==> src/rstart_pkg.sv <==
// constants, types and state names for the repeated start generator
// assumes one 40 MHz clock and open-drain bus pads outside the design
// Notes on behaviour
// - restart request while idle pulls clock low
// - clock seen low loads six-bit reload
// - data released for one generator interval
// - timeout with data high releases clock
// - clock seen high loads seven-bit reload
// - both lines high for one interval
// - data low one interval, clock high
// - request self-clears, no reload, data held low
// - start-seen flag on detected start condition
// - event flag only after generator timeout
// - request ignored while other event busy
// - collision if data low at clock rise
// - collision if clock falls before data low
// - buffer write during sequence sets collision
// - low five control bits locked during sequence
package rstart_pkg;
	localparam int RATE_W     = 7;
	localparam int LOW_RATE_W = 6;
	localparam int CTRL_LOCK  = 5;
	localparam int RESTART_BIT = 1;
	localparam logic [RATE_W-1:0] RATE_RESET = 7'h00;
	localparam logic [7:0] BUF_RESET  = 8'h00;
	localparam logic [7:0] CTRL_RESET = 8'h00;

	typedef enum logic [2:0] {
		ST_IDLE,
		ST_SCL_LOW,
		ST_SDA_REL,
		ST_SCL_REL,
		ST_HIGH,
		ST_SDA_LOW
	} rs_state_t;

	typedef struct packed {
		logic scl;
		logic sda;
	} bus_lines_t;
endpackage

==> src/rstart_brg.sv <==
// reloadable down counter that paces the sequence
// assumes load and run come from the sequencer on the same clock
`timescale 1ns/10ps
module rstart_brg (
	input  wire logic                          clk,
	input  wire logic                          rst,
	input  wire logic                          load,
	input  wire logic [rstart_pkg::RATE_W-1:0] value,
	input  wire logic                          run,
	output logic                               done
);
	logic [rstart_pkg::RATE_W-1:0] count;

	always_ff @(posedge clk) begin
		if (rst) begin
			count <= rstart_pkg::RATE_RESET;
		end else if (load) begin
			count <= value;
		end else if (run && count != 7'h00) begin
			count <= count - 7'h01;
		end
	end

	// no load term, so a reload may be decided on done without a loop
	assign done = run && count == 7'h00;
endmodule

==> src/rstart_gen.sv <==
// repeated start sequencer with status, buffer and control lock
// assumes open-drain pads with pull-ups; other events flagged on BUS_BUSY
`timescale 1ns/10ps
module rstart_gen (
	input  wire logic       SYS_CLK,
	input  wire logic       RST,
	input  wire logic       SCL_IN,
	input  wire logic       SDA_IN,
	output logic            SCL_OUT,
	output logic            SCL_OE,
	output logic            SDA_OUT,
	output logic            SDA_OE,
	input  wire logic [6:0] RATE_RELOAD,
	input  wire logic       CTRL_WR,
	input  wire logic [7:0] CTRL_WDATA,
	output logic      [7:0] CTRL,
	input  wire logic       BUS_BUSY,
	input  wire logic       BUF_WR,
	input  wire logic [7:0] BUF_WDATA,
	output logic      [7:0] BUF,
	input  wire logic       WRITE_COLLISION_FLAG_CLR,
	output logic            WRITE_COLLISION_FLAG,
	input  wire logic       EVENT_CLR,
	output logic            EVENT_FLAG,
	input  wire logic       START_CLR,
	output logic            START_SEEN,
	input  wire logic       BCOL_CLR,
	output logic            BUS_COLLISION,
	output logic            SEQ_ACTIVE
);
	rstart_pkg::rs_state_t  state;
	rstart_pkg::bus_lines_t raw;
	rstart_pkg::bus_lines_t lines;
	logic                   prev_scl;
	logic                   prev_sda;
	logic                   drive_scl;
	logic                   drive_sda;
	logic                   brg_load;
	logic                   brg_run;
	logic [6:0]             brg_value;
	logic                   brg_done;
	logic                   busy;
	logic                   start_det;
	logic                   scl_rise;
	logic                   col_data;
	logic                   col_clock;
	logic                   finish;

	assign raw.scl = SCL_IN;
	assign raw.sda = SDA_IN;

	rstart_sync u_sync (
		.clk (SYS_CLK),
		.rst (RST),
		.d   (raw),
		.q   (lines)
	);

	rstart_brg u_brg (
		.clk   (SYS_CLK),
		.rst   (RST),
		.load  (brg_load),
		.value (brg_value),
		.run   (brg_run),
		.done  (brg_done)
	);

	assign busy      = state != rstart_pkg::ST_IDLE;
	assign start_det = prev_sda && !lines.sda && lines.scl && prev_scl;
	assign scl_rise  = !prev_scl && lines.scl;
	assign col_data  = state == rstart_pkg::ST_SCL_REL && scl_rise && !lines.sda;
	assign col_clock = (state == rstart_pkg::ST_HIGH) && prev_scl && !lines.scl;
	assign finish    = state == rstart_pkg::ST_SDA_LOW && brg_done;

	// bus pin drive: only low or released
	assign SCL_OUT = 1'b0;
	assign SDA_OUT = 1'b0;
	assign SCL_OE  = drive_scl;
	assign SDA_OE  = drive_sda;
	assign SEQ_ACTIVE = busy;

	always_ff @(posedge SYS_CLK) begin
		if (RST) begin
			prev_scl <= 1'b1;
			prev_sda <= 1'b1;
		end else begin
			prev_scl <= lines.scl;
			prev_sda <= lines.sda;
		end
	end

	// generator load and run controls
	always_comb begin
		brg_load  = 1'b0;
		brg_value = RATE_RELOAD;
		brg_run   = 1'b0;
		case (state)
			rstart_pkg::ST_SCL_LOW: begin
				brg_load  = !lines.scl;
				brg_value = {1'b0, RATE_RELOAD[rstart_pkg::LOW_RATE_W-1:0]};
			end
			rstart_pkg::ST_SDA_REL: brg_run = 1'b1;
			rstart_pkg::ST_SCL_REL: begin
				brg_load = lines.scl;
			end
			rstart_pkg::ST_HIGH: begin
				brg_run  = 1'b1;
				brg_load = brg_done && lines.scl && lines.sda;
			end
			rstart_pkg::ST_SDA_LOW: brg_run = 1'b1;
			default: begin
				brg_run = 1'b0;
			end
		endcase
	end

	// sequencer
	always_ff @(posedge SYS_CLK) begin
		if (RST) begin
			state     <= rstart_pkg::ST_IDLE;
			drive_scl <= 1'b0;
			drive_sda <= 1'b0;
		end else if (col_data || col_clock) begin
			state     <= rstart_pkg::ST_IDLE;
			drive_scl <= 1'b0;
			drive_sda <= 1'b0;
		end else begin
			case (state)
				rstart_pkg::ST_IDLE: begin
					if (CTRL_WR && CTRL_WDATA[rstart_pkg::RESTART_BIT] && !BUS_BUSY) begin
						state     <= rstart_pkg::ST_SCL_LOW;
						drive_scl <= 1'b1;
					end
				end
				rstart_pkg::ST_SCL_LOW: begin
					if (!lines.scl) begin
						state     <= rstart_pkg::ST_SDA_REL;
						drive_sda <= 1'b0;
					end
				end
				rstart_pkg::ST_SDA_REL: begin
					if (brg_done && lines.sda) begin
						state     <= rstart_pkg::ST_SCL_REL;
						drive_scl <= 1'b0;
					end
				end
				rstart_pkg::ST_SCL_REL: begin
					if (lines.scl) begin
						state <= rstart_pkg::ST_HIGH;
					end
				end
				rstart_pkg::ST_HIGH: begin
					if (brg_done && lines.scl && lines.sda) begin
						state     <= rstart_pkg::ST_SDA_LOW;
						drive_sda <= 1'b1;
					end
				end
				rstart_pkg::ST_SDA_LOW: begin
					if (brg_done) begin
						state <= rstart_pkg::ST_IDLE;
					end
				end
				default: begin
					state <= rstart_pkg::ST_IDLE;
				end
			endcase
		end
	end

	// control register with restart bit and lock
	always_ff @(posedge SYS_CLK) begin
		if (RST) begin
			CTRL <= rstart_pkg::CTRL_RESET;
		end else begin
			if (CTRL_WR) begin
				CTRL[7:rstart_pkg::CTRL_LOCK] <= CTRL_WDATA[7:rstart_pkg::CTRL_LOCK];
				if (!busy && !BUS_BUSY) begin
					CTRL[rstart_pkg::CTRL_LOCK-1:0] <= CTRL_WDATA[rstart_pkg::CTRL_LOCK-1:0];
				end else if (!busy) begin
					CTRL[rstart_pkg::CTRL_LOCK-1:0] <= CTRL_WDATA[rstart_pkg::CTRL_LOCK-1:0]
						& 5'h1D;
				end
			end
			if (finish || col_data || col_clock) begin
				CTRL[rstart_pkg::RESTART_BIT] <= 1'b0;
			end
		end
	end

	// serial buffer and write collision
	always_ff @(posedge SYS_CLK) begin
		if (RST) begin
			BUF  <= rstart_pkg::BUF_RESET;
			WRITE_COLLISION_FLAG <= 1'b0;
		end else begin
			if (BUF_WR && !busy) begin
				BUF <= BUF_WDATA;
			end
			if (BUF_WR && busy) begin
				WRITE_COLLISION_FLAG <= 1'b1;
			end else if (WRITE_COLLISION_FLAG_CLR) begin
				WRITE_COLLISION_FLAG <= 1'b0;
			end
		end
	end

	// status flags: set wins over clear
	always_ff @(posedge SYS_CLK) begin
		if (RST) begin
			EVENT_FLAG    <= 1'b0;
			START_SEEN    <= 1'b0;
			BUS_COLLISION <= 1'b0;
		end else begin
			if (finish) begin
				EVENT_FLAG <= 1'b1;
			end else if (EVENT_CLR) begin
				EVENT_FLAG <= 1'b0;
			end
			if (start_det) begin
				START_SEEN <= 1'b1;
			end else if (START_CLR) begin
				START_SEEN <= 1'b0;
			end
			if (col_data || col_clock) begin
				BUS_COLLISION <= 1'b1;
			end else if (BCOL_CLR) begin
				BUS_COLLISION <= 1'b0;
			end
		end
	end

	// relies on the shifter outside; buffer is free once idle

	property p_start_drive;
		@(posedge SYS_CLK) disable iff (RST)
		(state == rstart_pkg::ST_IDLE && CTRL_WR && CTRL_WDATA[1] && !BUS_BUSY
			&& !col_data && !col_clock) |=> SCL_OE;
	endproperty
	a_start_drive: assert property (p_start_drive) else $error("clock not pulled low");

	property p_ignore_busy;
		@(posedge SYS_CLK) disable iff (RST)
		(state == rstart_pkg::ST_IDLE && BUS_BUSY) |=> state == rstart_pkg::ST_IDLE;
	endproperty
	a_ignore_busy: assert property (p_ignore_busy) else $error("request taken while busy");

	property p_low_load;
		@(posedge SYS_CLK) disable iff (RST)
		brg_load && state == rstart_pkg::ST_SCL_LOW |-> brg_value[6] == 1'b0;
	endproperty
	a_low_load: assert property (p_low_load) else $error("wrong low reload width");

	property p_sda_released;
		@(posedge SYS_CLK) disable iff (RST)
		state == rstart_pkg::ST_SDA_REL |-> !SDA_OE && SCL_OE;
	endproperty
	a_sda_released: assert property (p_sda_released) else $error("data not released");

	property p_scl_release;
		@(posedge SYS_CLK) disable iff (RST)
		(state == rstart_pkg::ST_SDA_REL && brg_done && lines.sda) |=> !SCL_OE;
	endproperty
	a_scl_release: assert property (p_scl_release) else $error("clock not released");

	property p_high_load;
		@(posedge SYS_CLK) disable iff (RST)
		(state == rstart_pkg::ST_SCL_REL && lines.scl) |-> brg_load && brg_value == RATE_RELOAD;
	endproperty
	a_high_load: assert property (p_high_load) else $error("no full reload");

	property p_sda_low_hold;
		@(posedge SYS_CLK) disable iff (RST)
		state == rstart_pkg::ST_SDA_LOW |-> SDA_OE && !SCL_OE;
	endproperty
	a_sda_low_hold: assert property (p_sda_low_hold) else $error("start edge wrong");

	property p_high_hold;
		@(posedge SYS_CLK) disable iff (RST)
		state == rstart_pkg::ST_HIGH |-> !SDA_OE && !SCL_OE;
	endproperty
	a_high_hold: assert property (p_high_hold) else $error("lines not released");

	property p_low_interval;
		@(posedge SYS_CLK) disable iff (RST)
		($rose(state == rstart_pkg::ST_SDA_LOW) && RATE_RELOAD != 7'h00) |-> !brg_done;
	endproperty
	a_low_interval: assert property (p_low_interval) else $error("start edge too short");

	property p_finish;
		@(posedge SYS_CLK) disable iff (RST)
		finish |=> !CTRL[1] && EVENT_FLAG && SDA_OE;
	endproperty
	a_finish: assert property (p_finish) else $error("end of sequence wrong");

	property p_event_cause;
		@(posedge SYS_CLK) disable iff (RST)
		$rose(EVENT_FLAG) |-> $past(finish);
	endproperty
	a_event_cause: assert property (p_event_cause) else $error("event flag early");

	property p_write_collision_flag;
		@(posedge SYS_CLK) disable iff (RST)
		(BUF_WR && busy) |=> WRITE_COLLISION_FLAG && BUF == $past(BUF);
	endproperty
	a_write_collision_flag: assert property (p_write_collision_flag) else $error("buffer write not blocked");

	property p_lock;
		@(posedge SYS_CLK) disable iff (RST)
		(busy && !finish && !col_data && !col_clock) |=> CTRL[4:0] == $past(CTRL[4:0]);
	endproperty
	a_lock: assert property (p_lock) else $error("control bits changed");

	property p_start_seen;
		@(posedge SYS_CLK) disable iff (RST)
		start_det |=> START_SEEN;
	endproperty
	a_start_seen: assert property (p_start_seen) else $error("start not flagged");

	property p_collision;
		@(posedge SYS_CLK) disable iff (RST)
		(col_data || col_clock) |=> BUS_COLLISION && state == rstart_pkg::ST_IDLE;
	endproperty
	a_collision: assert property (p_collision) else $error("collision not flagged");

	c_finish: cover property (@(posedge SYS_CLK) disable iff (RST) finish);
	c_collision: cover property (@(posedge SYS_CLK) disable iff (RST) col_data || col_clock);
	c_write_collision_flag: cover property (@(posedge SYS_CLK) disable iff (RST) BUF_WR && busy);
endmodule

==> src/rstart_sync.sv <==
// two-flip-flop synchroniser for the bus lines
// assumes the pad input levels are asynchronous to the clock
`timescale 1ns/10ps
module rstart_sync (
	input  wire logic                  clk,
	input  wire logic                  rst,
	input  wire rstart_pkg::bus_lines_t d,
	output rstart_pkg::bus_lines_t     q
);
	rstart_pkg::bus_lines_t meta;

	always_ff @(posedge clk) begin
		if (rst) begin
			meta <= 2'h3;
			q    <= 2'h3;
		end else begin
			meta <= d;
			q    <= meta;
		end
	end
endmodule

==> config.mk <==
export PLATFORM = sky130hd
export DESIGN_NAME = rstart_gen
export DESIGN_NICKNAME = d
export VERILOG_FILES = /design/src/rstart_pkg.sv /design/src/rstart_brg.sv /design/src/rstart_gen.sv /design/src/rstart_sync.sv
export SDC_FILE = /design/constraint.sdc
export NUM_CORES = 1
export LEC_CHECK = 0
export ABC_AREA = 1
export BUFFER_PORTS_ARGS = -buffer_cell sky130_fd_sc_hd__buf_2
export CORE_ASPECT_RATIO = 2
export CORE_MARGIN = 2
export CORE_UTILIZATION = 57
export CTS_BUF_LIST = sky130_fd_sc_hd__clkbuf_4
export DETAILED_ROUTE_END_ITERATION = 10
export HOLD_SLACK_MARGIN = 0.12
export PLACE_DENSITY = 0.83
export SYNTH_ARGS = -nofsm -noshare
export SYNTH_HDL_FRONTEND = slang
export SYNTH_SLANG_ARGS = --single-unit
==> constraint.sdc <==
create_clock -name SYS_CLK -period 3 [get_ports SYS_CLK]
set_input_delay 0.3 -clock SYS_CLK [delete_from_list [all_inputs] [get_ports SYS_CLK]]
set_output_delay 0.3 -clock SYS_CLK [all_outputs]
set_load 0.05 [all_outputs]
# Yosys cells after proc, flatten, opt, wreduce, memory -nomap -nowiden
# Index checks and enable logic that the tools add are counted.
# totals
inputBits	34
regBits	38
output_inout_bits	25
word_cells	104
# classes
muxes	28
n_reduce_logical	45
add_sub_neg	1
n_eq_ne	12
# op_table
cell	count
$mux 7	3
$logic_and 1x1->1	19
$mux 3	6
$pmux 3 s6	1
$reduce_bool 2->1	7
$mux 1	13
$mux 5	2
$ne 2x2->1 const B	4
$logic_not 7->1	1
$reduce_bool 7->1	1
$sub 7x1->7 const B	1
$eq 3x2->1 const B	2
$eq 3x3->1 const B	2
$ne 2x1->1 const B	3
$reduce_and 3->1	2
$reduce_and 6->1	1
$logic_not 1->1	5
$pmux 1 s2	2
$reduce_or 2->1	2
$eq 3x1->1 const B	1
$logic_not 3->1	1
$logic_or 1x1->1	3
$pmux 1 s3	1
$reduce_bool 3->1	1
2 further kinds	2

# Logic depth before layout (Yosys ltp)
# depth
depth_word	8
mapped_depth	13
ltp_nobuf	13

# Cells and area by module
# From an unflattened synthesis, not the netlist that was laid out.
# unflattened
hier_cells	259
area_unflattened_um2	1786.7
# by_module_without_submodules
module	cells_per_inst	n_inst	seq_area_each_um2	area_per_inst_um2
rstart_gen	164	1	540.5	1166.1
rstart_brg	82	1	140.1	504.2
rstart_sync	13	1	80.1	116.4

# Worst setup path before layout
# OpenSTA, ideal clock, no wires.
# synth_path
path_kind	reg-to-reg
start	register u_brg.count[0] (netlist bit)
end	register u_brg.count[5] (netlist bit)
t_arrival_ps	1475
path_stages_with_launch	13
path_slack_ps	1395
synth_period_minus_slack_ps	1605
required_ps	2870
cell_sequence	dfxtp_1 > inv_1 > ha_1 > inv_1 > nor2_1 > nand3_1 > nor2_1 > nand4_4 > buf_6 > nand3_2 > nor2_1 > nor2_1 > nor2_1
# synth_via
elab_chain_len	6
word_cells_on_any_way	11
classes_between	add/sub: 1; mux: 3; reduce/logical: 7
# synth_rtl
element	line	text
start, declared	rstart_brg.sv:12	logic [rstart_pkg::RATE_W-1:0] count;
start signal, assigned	rstart_brg.sv:16	count <= rstart_pkg::RATE_RESET;
start signal, assigned	rstart_brg.sv:18	count <= value;
start signal, assigned	rstart_brg.sv:20	count <= count - 7'h01;
parallel branches: the longest is 6 deep, another holds $sub 7x1->7	--	
# Parallel ways; which one is timed is not known. The select of a mux whose other input is x is not followed.
# A chain may end at the register's enable or synchronous reset.

# Worst setup path after layout
# layout_path
start	register u_brg.count[1] (netlist bit)
end	register u_brg.count[6] (netlist bit)
# Same word-level chain as after synthesis.

==> impl_metrics.ini <==
[detailed_routing]
vias_per_cell = 5.30
firstDrtPassIters = 4
wl_per_cell_um = 11.9
drt-initial-drc-count = 40
wirelength_um = 4170
drtAntennaViolNets = 0
vias = 1856
drc = 0

[global_route]
gr-total-overflow = 0
grt_util_met3_pct = 4.38
antenna_found_initial = 0
grt_max_degree = 23
first_global_vias = 1705
grt_pass1_wl_um = 6780
top_usage_layer = met2
grt.total_usage_pct = 23.0
use_met1_pct = 24.8
grt_util_met2_pct = 40.6

[die]
start_util_pct = 58.5
core_area_sq_um = 3300
die_x_um = 45.2
rows = 30
io_pins = 59
fp.dieArea_sq_um = 3900
dieHeight_um = 86.4

[pwr]
p_comb_share_pct = 57.0
internal_power_mw = 1.26
switching_share_pct = 50.3
switchingPower_mw = 1.27
p_seq_share_pct = 29.4
powerDensity_nw_per_um2 = 1110
clockPowerShare_pct = 13.6
power.leakage_nw = 1.17
ir_drop_mv = 0.694

[yosys]
synth_area_leaders = dfxtp_1 (39%), nand2_1 (8.5%), nor2_1 (6.2%), inv_1 (5.8%), a21oi_1 (4.7%)
synth.cell_area_sq_um = 1930
synth_top_area_share_pct = 39.4
yosys_warnings = 0
yosys.area.top_type = dfxtp_1
postSynthCellCount = 261
synth.distinct_cells = 36
ys_ff_latch = 38
postSynthAreaPerCell_sq_um = 7.41
ys_seq_area_share_pct = 39.4

[clock_tree]
htree_num_levels = 2
cts_setup_buffers = 0
clock_path_buffers = 2
cts_tree = built
root_buffer = clkbuf_4
clkTransAtPathRegs_ns = 0.11
clock-sinks = 38
cts-hold-fix-buffers = 0
insertion_delay_ns = 0.35
cts_resized = 0
cts_made_buffers = 5

[critical_path]
critPathKind = register to register
start_kind = register
arrival_ns = 2.12
critPathCaptureType = register
required_ns = 3.25
critPathMaxFanout = 11

[placed_design]
dp.cells = 342
dp_slack_ns = 1.16
dp_hpwl_um = 3240
gp_congestion = 0.922
portBuffers = 56

[min_path]
hold_path_class = input pin to register

[timing]
layout_setup_ws_ns = 1.13
min_period_ns = 1.87
finalSetupTns_ns = 0
timing.final.crit_share_pct = 62.2
finalClockSkew_ns = 0.0136
rsz0062_at_grt = no
hold_viol = 0
clock.fmax_mhz = 536
setup_viol_count_final = 0
final_max_slew_viol_count = 0
hold_ws_ns = 0.133

[run_status]
status = completed

[final_layout]
drive_above_1_share_pct = 32.4
fin_nets = 353
fillers = 294
post-route-util_pct = 69.3
antenna_cells = 0
fin_cells = 350
syn_to_final_growth_pct = 18.4

[job]
max-cap-violations = 0
[metrics by stage]
stage	area (sq um)	total power, mW
6_report	2290	2.53
2_1_floorplan	1940	1.91
5_1_grt	2290	2.73
3_3_place_gp	2210	2.14
3_5_place_dp	2210	2.19
4_1_cts	2290	2.54
[cell usage after synthesis]
cell type,instances
a21oi_1,18
a21oi_2,3
a31oi_4,1
buf_1,1
buf_2,1
buf_4,2
buf_6,1
clkbuf_1,3
conb_1,1
dfxtp_1,38
ha_1,2
inv_1,30
inv_2,7
nand2_1,44
nand2_2,4
nand2_4,4
nand3_1,17
nand3_2,3
nand3_4,1
nand3b_1,1
nand4_1,7
nand4_4,1
nor2_1,32
nor2_2,5
nor2_4,3
nor3_1,2
nor3_2,1
o21ai_0,13
o21ai_1,4
o21ai_2,1
o21ai_4,1
o31ai_1,1
or2_0,1
or2_2,4
xnor2_1,2
xor2_1,1
[path summary, 6_finish.rpt]
check                 startpoint             end  slack, ns  cells past startpoint
setup / recovery  u_brg.count[1]  u_brg.count[6]       1.13                     13
hold / removal            SCL_IN  u_sync.meta[1]       0.13                      2
setup reg to reg  u_brg.count[1]  u_brg.count[6]       1.13                     13
hold reg to reg   u_sync.meta[0]     u_sync.q[0]       0.43                      1
[routing by layer]
| metal | part of all wire, % | vias to the layer above |
|---|---|---|
| met5 | 0 | - |
| met4 | 2.3 | 0 |
| met3 | 5.1 | 10 |
| met2 | 52 | 54 |
| met1 | 40 | 848 |
| li1 | - | 944 |
[kinds of logic after synthesis]
group | count (synthesis) | synth area share (%)
adder cells (fa/ha/maj) | 2 | 1.29
AO/OA/AOI/OAI | 42 | 13.2
flip-flops | 38 | 39.4
AND/OR/NAND/NOR | 130 | 35.0
other | 1 | 0.194
XOR/XNOR | 3 | 1.36
buffers and inverters | 45 | 9.58
[power by group through the flow]
stage / logic [mW] / clock network (mW) / registers [mW]
after floorplan: 0.997 / 0 / 0.916
after global placement: 1.39 / 0 / 0.744
after detailed placement: 1.44 / 0 / 0.750
after CTS: 1.45 / 0.350 / 0.740
after global routing: 1.60 / 0.372 / 0.755
final: 1.44 / 0.346 / 0.744
[worst max-delay path: stages, from the launching register on]
cell,delay (ns)
dfxtp_1,0.34
inv_1,0.10
ha_1,0.16
inv_1,0.04
nor2_1,0.11
nand3_1,0.16
nor2_1,0.20
nand4_4,0.22
nand2_4,0.18
inv_2,0.05
nand2_1,0.06
nand2_1,0.06
inv_1,0.06
nor2_2,0.03
[flip-flops by register name, indices dropped and copies added (netlist names)]
name	cells
BUF	8
BUS_COLLISION	1
CTRL	8
EVENT_FLAG	1
SCL_OE	1
SDA_OE	1
START_SEEN	1
WRITE_COLLISION_FLAG	1
prev_scl	1
prev_sda	1
state	3
u_brg.count	7
u_sync.meta	2
u_sync.q	2
[cell type report]
class | count | area [sq um] | area share, %
multi-input combinational | 179 | 991 | 43.3
sequential | 38 | 761 | 33.2
clock inverter | 3 | 40.0 | 1.75
inverter | 37 | 139 | 6.07
clock buffer | 5 | 37.5 | 1.64
timing repair buffer | 56 | 280 | 12.2
tap | 32 | 40.0 | 1.75
[cell usage in the layout (no fill, tap or decap), types with 3 or more instances in the layout]
cell type	count
a21oi_2	3
inv_2	7
buf_2	56
nand4_1	7
or2_2	4
nand3_2	3
a21oi_1	18
nor2_1	32
nand2_2	4
nand3_1	17
o21ai_1	4
dfxtp_1	38
nor2_2	5
nand2_4	4
nand2_1	44
o21ai_0	13
inv_1	30
clkbuf_4	5
nor2_4	3
(Power assumes the default switching activity.)
